===== src/sdpwm_defs.svh =====
// Constants for the split dual byte PWM timer: register offsets, field codes,
// reset values and bit positions.
// Assumes an eight-bit register port with byte addresses.
`ifndef SDPWM_DEFS_SVH
`define SDPWM_DEFS_SVH

// ****************************************************************************
// Register offsets
// ****************************************************************************
`define SDPWM_A_CLKSRC 8'h00
`define SDPWM_A_OUTEN 8'h01
`define SDPWM_A_OUTVAL 8'h02
`define SDPWM_A_MODE 8'h04
`define SDPWM_A_UNFLVL 8'h06
`define SDPWM_A_MATCHLVL 8'h07
`define SDPWM_A_COMMAND 8'h08
`define SDPWM_A_FLAGS 8'h0c
`define SDPWM_A_COUNT_LO 8'h20
`define SDPWM_A_COUNT_HI 8'h21
`define SDPWM_A_PERIOD_LO 8'h26
`define SDPWM_A_PERIOD_HI 8'h27
`define SDPWM_A_COMPARE_BASE 8'h28
`define SDPWM_A_COMPARE_LAST 8'h2f

// ****************************************************************************
// Field codes and positions
// ****************************************************************************
`define SDPWM_SRC_OFF 4'h0
`define SDPWM_SRC_EVENT_BIT 3
`define SDPWM_MODE_SPLIT 2'h2
`define SDPWM_CMD_LSB 2
`define SDPWM_CMD_RESTART 2'h2
`define SDPWM_CMD_RESET 2'h3
`define SDPWM_FLAG_UNF_LO 0
`define SDPWM_FLAG_UNF_HI 1
`define SDPWM_FLAG_MATCH_LSB 4

// ****************************************************************************
// Reset values
// ****************************************************************************
`define SDPWM_RST_PERIOD 8'hff
`define SDPWM_RST_BYTE 8'h00

`endif


===== src/sdpwm_pkg.sv =====
// Types shared by the split dual byte PWM timer.
// Assumes sdpwm_defs.svh is compiled alongside.
`default_nettype none
package sdpwm_pkg;

    // Register port request from software.
    typedef struct packed {
        logic [7:0] addr;
        logic [7:0] wdata;
        logic wr;
        logic rd;
    } sdpwm_bus_t;

    // Whole state of the timer.
    typedef struct packed {
        logic [3:0] clock_source_select;
        logic [7:0] channel_output_enable;
        logic [1:0] split_select_field;
        logic [7:0] unf_level;
        logic [7:0] match_level;
        logic [1:0][7:0] counter_value;
        logic [1:0][7:0] period;
        logic [7:0][7:0] compare_value_x;
        logic [7:0] waveform_output;
        logic [7:0] flags;
        logic [9:0] prescale;
        logic [7:0] ev_s1;
        logic [7:0] ev_s2;
        logic [7:0] ev_s3;
        logic [7:0] rdata;
        logic [5:0] events;
        logic [5:0] irq;
        logic [7:0] pin_out;
        logic [7:0] pin_oe_n;
    } sdpwm_state_t;

endpackage : sdpwm_pkg
`default_nettype wire


===== src/sdpwm_timer.sv =====
// Split dual byte PWM timer: two eight-bit down-counters with eight
// compare channels overriding eight port pins.
// Assumes one clock, a one-cycle register port and port settings on ref_clk.
//
// Local design decisions: the register offsets and the address-and-strobe port.
`timescale 1ns/100ps
`default_nettype none
`include "sdpwm_defs.svh"

module sdpwm_timer (
    // Clock and reset
    input wire logic ref_clk,
    input wire logic nrst,
    // Register port
    input wire logic [7:0] reg_addr,
    input wire logic [7:0] reg_wdata,
    input wire logic reg_wr,
    input wire logic reg_rd,
    output logic [7:0] reg_rdata,
    // Event channels from the routing network
    input wire logic [7:0] event_channel_in,
    // Port settings
    input wire logic [7:0] pin_output_value,
    input wire logic [7:0] pin_invert_enable,
    input wire logic [7:0] pin_is_output,
    // Port pins
    output logic [7:0] pin_out,
    output logic [7:0] pin_oe_n,
    // Events and interrupt requests
    output logic [5:0] event_out,
    output logic [5:0] irq_out
);

    // ************************************************************************
    // State
    // ************************************************************************
    localparam sdpwm_pkg::sdpwm_state_t RST_ST = '{
        clock_source_select: `SDPWM_SRC_OFF,
        channel_output_enable: `SDPWM_RST_BYTE,
        split_select_field: 2'h0,
        unf_level: `SDPWM_RST_BYTE,
        match_level: `SDPWM_RST_BYTE,
        counter_value: {2{`SDPWM_RST_BYTE}},
        period: {2{`SDPWM_RST_PERIOD}},
        compare_value_x: {8{`SDPWM_RST_BYTE}},
        waveform_output: `SDPWM_RST_BYTE,
        flags: `SDPWM_RST_BYTE,
        prescale: 10'h000,
        ev_s1: `SDPWM_RST_BYTE,
        ev_s2: `SDPWM_RST_BYTE,
        ev_s3: `SDPWM_RST_BYTE,
        rdata: `SDPWM_RST_BYTE,
        events: 6'h00,
        irq: 6'h00,
        pin_out: `SDPWM_RST_BYTE,
        pin_oe_n: 8'hff
    };

    sdpwm_pkg::sdpwm_state_t st_ff;
    sdpwm_pkg::sdpwm_state_t nxt_st;
    sdpwm_pkg::sdpwm_bus_t bus;
    logic split_on;
    logic pre_hit;
    logic tick;
    logic [1:0] cmd;
    logic [5:0] set_vec;
    logic [7:0] over;

    assign bus = '{addr: reg_addr, wdata: reg_wdata, wr: reg_wr, rd: reg_rd};
    assign split_on = st_ff.split_select_field == `SDPWM_MODE_SPLIT;
    assign cmd = reg_wdata[`SDPWM_CMD_LSB +: 2];

    // ************************************************************************
    // Counter clock select
    // ************************************************************************
    always_comb begin
        case (st_ff.clock_source_select[2:0])
            3'h1: pre_hit = 1'b1;
            3'h2: pre_hit = st_ff.prescale[0];
            3'h3: pre_hit = &st_ff.prescale[1:0];
            3'h4: pre_hit = &st_ff.prescale[2:0];
            3'h5: pre_hit = &st_ff.prescale[5:0];
            3'h6: pre_hit = &st_ff.prescale[7:0];
            3'h7: pre_hit = &st_ff.prescale[9:0];
            default: pre_hit = 1'b0;
        endcase
        if (st_ff.clock_source_select[`SDPWM_SRC_EVENT_BIT]) begin
            tick = st_ff.ev_s2[st_ff.clock_source_select[2:0]] & ~st_ff.ev_s3[st_ff.clock_source_select[2:0]];
        end else begin
            tick = pre_hit;
        end
        tick = tick & split_on;
    end

    // ************************************************************************
    // Next state
    // ************************************************************************
    always_comb begin
        nxt_st = st_ff;
        set_vec = 6'h00;
        nxt_st.ev_s1 = event_channel_in;
        nxt_st.ev_s2 = st_ff.ev_s1;
        nxt_st.ev_s3 = st_ff.ev_s2;
        if (st_ff.clock_source_select == `SDPWM_SRC_OFF) begin
            nxt_st.prescale = 10'h000;
        end else begin
            nxt_st.prescale = st_ff.prescale + 10'h001;
        end
        // Both counters step on the same shared tick.
        if (tick) begin
            for (int k = 0; k < 2; k++) begin
                if (st_ff.counter_value[k] == 8'h00) begin
                    nxt_st.counter_value[k] = st_ff.period[k];
                    set_vec[k] = 1'b1;
                end else begin
                    nxt_st.counter_value[k] = st_ff.counter_value[k] - 8'h01;
                end
            end
            for (int c = 0; c < 8; c++) begin
                if (st_ff.counter_value[c / 4] == st_ff.compare_value_x[c]) begin
                    nxt_st.waveform_output[c] = 1'b1;
                    if (c < 4) begin
                        set_vec[2 + c] = 1'b1;
                    end
                end
                if (st_ff.counter_value[c / 4] == 8'h00) begin
                    nxt_st.waveform_output[c] = 1'b0;
                end
            end
        end
        nxt_st.rdata = 8'h00;
        if (bus.rd) begin
            case (bus.addr)
                `SDPWM_A_CLKSRC: nxt_st.rdata = {4'h0, st_ff.clock_source_select};
                `SDPWM_A_OUTEN: nxt_st.rdata = st_ff.channel_output_enable;
                `SDPWM_A_OUTVAL: nxt_st.rdata = st_ff.waveform_output;
                `SDPWM_A_MODE: nxt_st.rdata = {6'h00, st_ff.split_select_field};
                `SDPWM_A_UNFLVL: nxt_st.rdata = st_ff.unf_level;
                `SDPWM_A_MATCHLVL: nxt_st.rdata = st_ff.match_level;
                `SDPWM_A_FLAGS: nxt_st.rdata = st_ff.flags;
                `SDPWM_A_COUNT_LO: nxt_st.rdata = st_ff.counter_value[0];
                `SDPWM_A_COUNT_HI: nxt_st.rdata = st_ff.counter_value[1];
                `SDPWM_A_PERIOD_LO: nxt_st.rdata = st_ff.period[0];
                `SDPWM_A_PERIOD_HI: nxt_st.rdata = st_ff.period[1];
                default: begin
                    if (bus.addr >= `SDPWM_A_COMPARE_BASE && bus.addr <= `SDPWM_A_COMPARE_LAST) begin
                        nxt_st.rdata = st_ff.compare_value_x[{bus.addr[0], bus.addr[2:1]}];
                    end
                end
            endcase
        end
        // Flags: a hardware set in the same cycle beats a software clear.
        nxt_st.flags = st_ff.flags;
        if (bus.wr && bus.addr == `SDPWM_A_FLAGS) begin
            nxt_st.flags = st_ff.flags & ~reg_wdata;
        end
        nxt_st.flags[`SDPWM_FLAG_UNF_LO] = nxt_st.flags[`SDPWM_FLAG_UNF_LO] | set_vec[0];
        nxt_st.flags[`SDPWM_FLAG_UNF_HI] = nxt_st.flags[`SDPWM_FLAG_UNF_HI] | set_vec[1];
        nxt_st.flags[`SDPWM_FLAG_MATCH_LSB +: 4] = nxt_st.flags[`SDPWM_FLAG_MATCH_LSB +: 4] | set_vec[5:2];
        // Register writes come last so that a counter write wins over the tick.
        if (bus.wr) begin
            case (bus.addr)
                `SDPWM_A_CLKSRC: nxt_st.clock_source_select = reg_wdata[3:0];
                `SDPWM_A_OUTEN: nxt_st.channel_output_enable = reg_wdata;
                `SDPWM_A_OUTVAL: begin
                    if (st_ff.clock_source_select == `SDPWM_SRC_OFF) begin
                        nxt_st.waveform_output = reg_wdata;
                    end
                end
                `SDPWM_A_MODE: nxt_st.split_select_field = reg_wdata[1:0];
                `SDPWM_A_UNFLVL: nxt_st.unf_level = {4'h0, reg_wdata[3:0]};
                `SDPWM_A_MATCHLVL: nxt_st.match_level = reg_wdata;
                `SDPWM_A_COUNT_LO: nxt_st.counter_value[0] = reg_wdata;
                `SDPWM_A_COUNT_HI: nxt_st.counter_value[1] = reg_wdata;
                `SDPWM_A_PERIOD_LO: nxt_st.period[0] = reg_wdata;
                `SDPWM_A_PERIOD_HI: nxt_st.period[1] = reg_wdata;
                `SDPWM_A_COMMAND: begin
                    if (cmd == `SDPWM_CMD_RESTART) begin
                        nxt_st.counter_value = '0;
                        nxt_st.waveform_output = 8'h00;
                    end
                end
                default: begin
                    if (bus.addr >= `SDPWM_A_COMPARE_BASE && bus.addr <= `SDPWM_A_COMPARE_LAST) begin
                        nxt_st.compare_value_x[{bus.addr[0], bus.addr[2:1]}] = reg_wdata;
                    end
                end
            endcase
        end
        if (bus.wr && bus.addr == `SDPWM_A_COMMAND && cmd == `SDPWM_CMD_RESET
            && st_ff.clock_source_select == `SDPWM_SRC_OFF) begin
            nxt_st = RST_ST;
            nxt_st.ev_s1 = event_channel_in;
            nxt_st.ev_s2 = st_ff.ev_s1;
            nxt_st.ev_s3 = st_ff.ev_s2;
        end
        nxt_st.events = set_vec;
        nxt_st.irq = {nxt_st.flags[`SDPWM_FLAG_MATCH_LSB +: 4] & {|st_ff.match_level[7:6],
            |st_ff.match_level[5:4], |st_ff.match_level[3:2], |st_ff.match_level[1:0]},
            nxt_st.flags[`SDPWM_FLAG_UNF_HI] & |st_ff.unf_level[3:2],
            nxt_st.flags[`SDPWM_FLAG_UNF_LO] & |st_ff.unf_level[1:0]};
        // Pins are worked out after a reset command so that they never glitch to zero.
        // Channels A-D sit on bit 0-3, E-H on bit 4-7 of the pin vector.
        over = st_ff.channel_output_enable & {8{split_on}};
        nxt_st.pin_out = ((over & st_ff.waveform_output) | (~over & pin_output_value)) ^ pin_invert_enable;
        nxt_st.pin_oe_n = ~pin_is_output;
    end

    always_ff @(posedge ref_clk) begin
        if (!nrst) begin
            st_ff <= RST_ST;
        end else begin
            st_ff <= nxt_st;
        end
    end

    assign reg_rdata = st_ff.rdata;
    assign pin_out = st_ff.pin_out;
    assign pin_oe_n = st_ff.pin_oe_n;
    assign event_out = st_ff.events;
    assign irq_out = st_ff.irq;

    // ************************************************************************
    // Checks
    // ************************************************************************
    logic wr_count_lo;
    logic restart_wr;
    assign wr_count_lo = reg_wr && reg_addr == `SDPWM_A_COUNT_LO;
    assign restart_wr = reg_wr && reg_addr == `SDPWM_A_COMMAND && reg_wdata[3:2] == `SDPWM_CMD_RESTART;
endmodule // sdpwm_timer
`default_nettype wire


===== config.mk =====
export PLATFORM = sky130hd
export DESIGN_NAME = sdpwm_timer
export DESIGN_NICKNAME = d
export VERILOG_FILES = /design/src/sdpwm_pkg.sv /design/src/sdpwm_timer.sv
export VERILOG_INCLUDE_DIRS = /design/src
export SDC_FILE = /design/constraint.sdc
export NUM_CORES = 1
export LEC_CHECK = 0
export ABC_AREA = 1
export BUFFER_PORTS_ARGS = -buffer_cell sky130_fd_sc_hd__buf_2
export CAP_MARGIN = 10
export CELL_PAD_IN_SITES_DETAIL_PLACEMENT = 0
export CELL_PAD_IN_SITES_GLOBAL_PLACEMENT = 1
export CORE_MARGIN = 8
export CORE_UTILIZATION = 44
export DETAILED_ROUTE_END_ITERATION = 10
export PLACE_DENSITY_LB_ADDON = 0.1
export REMOVE_ABC_BUFFERS = 1
export SLEW_MARGIN = 20
export SYNTH_ARGS = -nofsm -noshare
export SYNTH_HDL_FRONTEND = slang
export SYNTH_SLANG_ARGS = --single-unit
export TNS_END_PERCENT = 20

===== constraint.sdc =====
create_clock -name ref_clk -period 2.6 [get_ports ref_clk]
set_input_delay 0.13 -clock ref_clk [delete_from_list [all_inputs] [get_ports ref_clk]]
set_output_delay 0.13 -clock ref_clk [all_outputs]
set_load 0.01 [all_outputs]

==> flow_results.org <==
** Placed design
- DPL Wire Length :: 25,800 um
- The count of buffers added on input and output ports is 87.
- GPL Wtd Cong :: 0.958

** Global routing
- Global-route wire length before repair :: 54,700 um
- Global routing used 24.4% of the available tracks.
- The via count of the first global-routing pass was 9,100.
- Number of antenna violations at the first check in global routing :: 1
- After global routing the overflow that remains totals 0.
- Maximum number of pins on one net before global-route repair :: 72

** Power
- Internal power component :: 5.41 mW
- For this design the total switching power over the nets is 1.63 mW.
- The clock network is responsible for 47.6% of the overall power.
- Worst vdd rail ir drop :: 0.467 mV
- The analysis attributes to cell leakage a power of 5.37 nW.
- Of the total power, combinational logic draws 6.5%.
- Of the total power, registers draw 45.9%.
- Power density relative to cell area :: 583 nW/um^2
- Switching Share :: 23.2%

** Cells and area
- At the end of the flow the core is filled with cells to 51.7%.
- At the end of the flow, the number of nets in the layout was 1,548.
- From synthesis to final layout, the design area changed by 15.5%.
- Number of fill cells :: 2,362
- Diodes inserted :: 0
- Most frequent standard cell in the layout excluding fill and tap cells :: nand2_1
- Leaving out fill and tap cells, the most frequent cells in the layout are nand2_1 (265), dfxtp_1 (208), inv_1 (145), o21ai_0 (117), nor2_1 (111).
- Layout cells sized above 1 :: 14.0%

** Timing
- Setup repair after global routing missed its margin :: no
- Total Negative Setup Slacks :: 0 ns
- Setup violations remaining at the end of the flow were counted as 0.
- After layout, the worst path uses 86.4% of the clock period.
- Number of max-slew violations in the final report :: 0
- Highest clock frequency the design can meet :: 0.445 GHz
- Worst clock skew :: 0.0147 ns
- Number of hold violations in the final report :: 0
- Actual transition at the worst max-transition pin :: 0.711 ns
- Normalized max-slew margin :: 52.4%
- Subtracting the final worst setup slack from the clock period gives 2.25 ns.

** Worst hold path
- Cells on Worst Hold Path :: 3
- Startpoint of the most critical hold path :: reg_wdata[6]
- HP Class :: in2reg
- Worst Hold Path EP :: st_ff[206]

** CTS
- For this design, the sink count on the clock tree is 208.
- Clock root buffer :: clkbuf_16
- In this run the number of H-tree levels came out at 1.
- The number of clock buffers added by TritonCTS is 24.
- Clock tree from TritonCTS :: built
- Clock buffer depth :: 3
- After clock tree synthesis, the setup repair step added 0 buffers.
- Clock-pin slew was measured on the worst setup and hold paths at 0.06 ns.
- Clock insertion delay at the later pin of the skew report :: 0.52 ns

** Setup path
- Reg-to-Reg Start :: st_ff[60]
- The signal on the critical path passes through ha_1, ha_1, nand2_1, inv_1, nand2_1, nand2_1, a21oi_1, nand3_1, nand2_1, inv_2, nand2_1, clkinvlp_4, buf_4, nand2_1, nand2_1, nand2_1, a21oi_1.
- Startpoint type of the worst setup path :: flop
- Data on the critical path is required at its endpoint by 2.99 ns.
- The most numerous cell type found on the critical path is nand2_1.
- Path depth of the worst reg2reg path :: 17
- Type of element capturing the critical path :: flop
- Worst flop-to-flop path endpoint :: st_ff[179]
- Worst path arrival time :: 2.64 ns
- The setup path with the least slack is of type reg2reg.
- For this run, the slowest stage of the critical path takes 0.34 ns.
- On the critical path, the stage with the largest delay is an instance of dfxtp_1.
- Worst setup slack for register-to-register paths :: 0.35 ns
- Largest fanout on the critical path :: 11

** Synthesis
- The share of the Yosys chip area taken by registers is 39.8%.
- In this run, synthesis inferred 0 flip-flops with an integrated enable.
- Number of warnings issued by yosys :: 0
- Counting flops with an async set or reset pin after synthesis yields a share of 0%.
- Number of storage elements in the synthesis netlist :: 208
- The mapped netlist covers 10,500 sq um.
- Gate Count Post-Synth :: 1,412
- Distinct cell type count of the synthesized netlist :: 47
- Top FF cell, synth :: dfxtp_1
- A synthesized cell averages 7.41 sq um.

** Floorplan
- The die covers 29,000 sq um.
- Height of the chip :: 170 um
- Floorplan die width :: 170 um
- For this configuration, the core starts out at a cell density of 44.7%.
- Cell Rows :: 56
- The core region is 23,400 sq um.
- Top-level port count :: 88

** Route
- Once detail routing completed, the nets flagged for antenna violations numbered 0.
- Routed vias :: 9,644
- Dividing the detail-routed wire length by the instance count gives 19.5 um.
- WL final :: 35,600 um
- Post-route DRC violation count :: 0
- Routed vias/inst :: 5.29
- After the first detailed-routing iteration, the DRC count stood at 881.
- The first TritonRoute pass finished after 5 iterations.

** Status
- The flow ran to the end, and the final reports show no timing, DRC or antenna violations.

** Job
- Count of max-cap constraint violations :: 0
==> cell usage after synthesis (all sizes together) (32+ instances only) <==
master  number  area (sq um)
o21ai      125           641
xnor2       35           307
clkbuf      32           121
a211oi      46           345
xor2        36           315
dfxtp      208          4160
nand3       74           395
a21oi      107           536
nor2       128           613
buf         77           546
inv        157           594
nand2      277          1090
==> worst max path at each step <==
| stage | from | endpoint | cells after the start |
|---|---|---|---|
| 2_1_floorplan | st_ff[208] | reg_rdata[3] | 10 |
| 5_1_grt | st_ff[60] | st_ff[85] | 16 |
| 3_5_place_dp | st_ff[60] | st_ff[179] | 14 |
| 3_3_place_gp | st_ff[60] | st_ff[179] | 14 |
| 4_1_cts | st_ff[60] | st_ff[179] | 14 |
| 6_report | st_ff[60] | st_ff[179] | 17 |
==> final cells by class <==
class                           count  area, sq um  share of cell area, %
Multi-Input combinational cell    935         5030                   41.6
Clock inverter                      4         47.5                  0.393
Timing Repair Buffer              161         1100                   9.13
Clock buffer                       36          737                   6.10
Tap cell                          319          399                   3.30
Inverter                          160          611                   5.05
Sequential cell                   208         4160                   34.4
==> metal layers <==
metal  track usage [%]  share of wire, %  vias to the layer above  wire (um)
met2              38.2                44                      323      15800
met1              34.0                46                     4508      16300
met4              7.13               2.8                        0       1010
met3              4.12               7.1                       59       2540
li1                  -                 -                     4754          -
met5                 0                 0                        -          0
==> power by group through the flow <==
stage | logic, mW | registers, mW | clock network (mW)
2_1_floorplan | 0.165 | 3.31 | 0
3_3_place_gp | 0.403 | 3.31 | 0
3_5_place_dp | 0.402 | 3.31 | 0
4_1_cts | 0.451 | 3.23 | 3.42
5_1_grt | 0.492 | 3.24 | 3.56
6_report | 0.457 | 3.24 | 3.35
==> critical path: cells and delay by family (launching register included) <==
family	cells	cell delay, ns
AO/OA/AOI/OAI	2	0.16
adder cells (fa/ha/maj)	2	0.43
AND/OR/NAND/NOR	9	0.60
buffers and inverters	4	0.61
flip-flops	1	0.34
==> what timing repair did <==
item | in CTS | in global routing
endpoints found under the setup margin | 0 | 9
gates resized for setup | 0 | 2
hold buffers | 40 | 0
hold endpoints to repair | 43 | 0
==> cells by family after synthesis <==
group	count (synthesis)	synth area share, %
and+or+nand+nor	532	23.4
xor gates and xnor gates	71	5.94
AOI/OAI and AO/OA	326	17.9
DFF	208	39.8
buffers and inverters	269	12.2
adders and majority gates	6	0.718
==> stage by stage <==
| step | hold slack [ns] | setup slack, ns | area, sq um | std cells | total power [mW] |
|---|---|---|---|---|---|
| floorplan | 0.192 | 0.0392 | 9790 | 1303 | 3.48 |
| global placement | 0.290 | 0.392 | 10900 | 1743 | 3.71 |
| detailed placement | 0.294 | 0.349 | 10900 | 1743 | 3.71 |
| CTS | 0.00590 | 0.333 | 12100 | 1823 | 7.10 |
| global route | 0.0765 | 0.0519 | 12100 | 1823 | 7.29 |
| finish | 0.0375 | 0.354 | 12100 | 1823 | 7.04 |
Note: power is estimated with default switching activity, not from simulation.
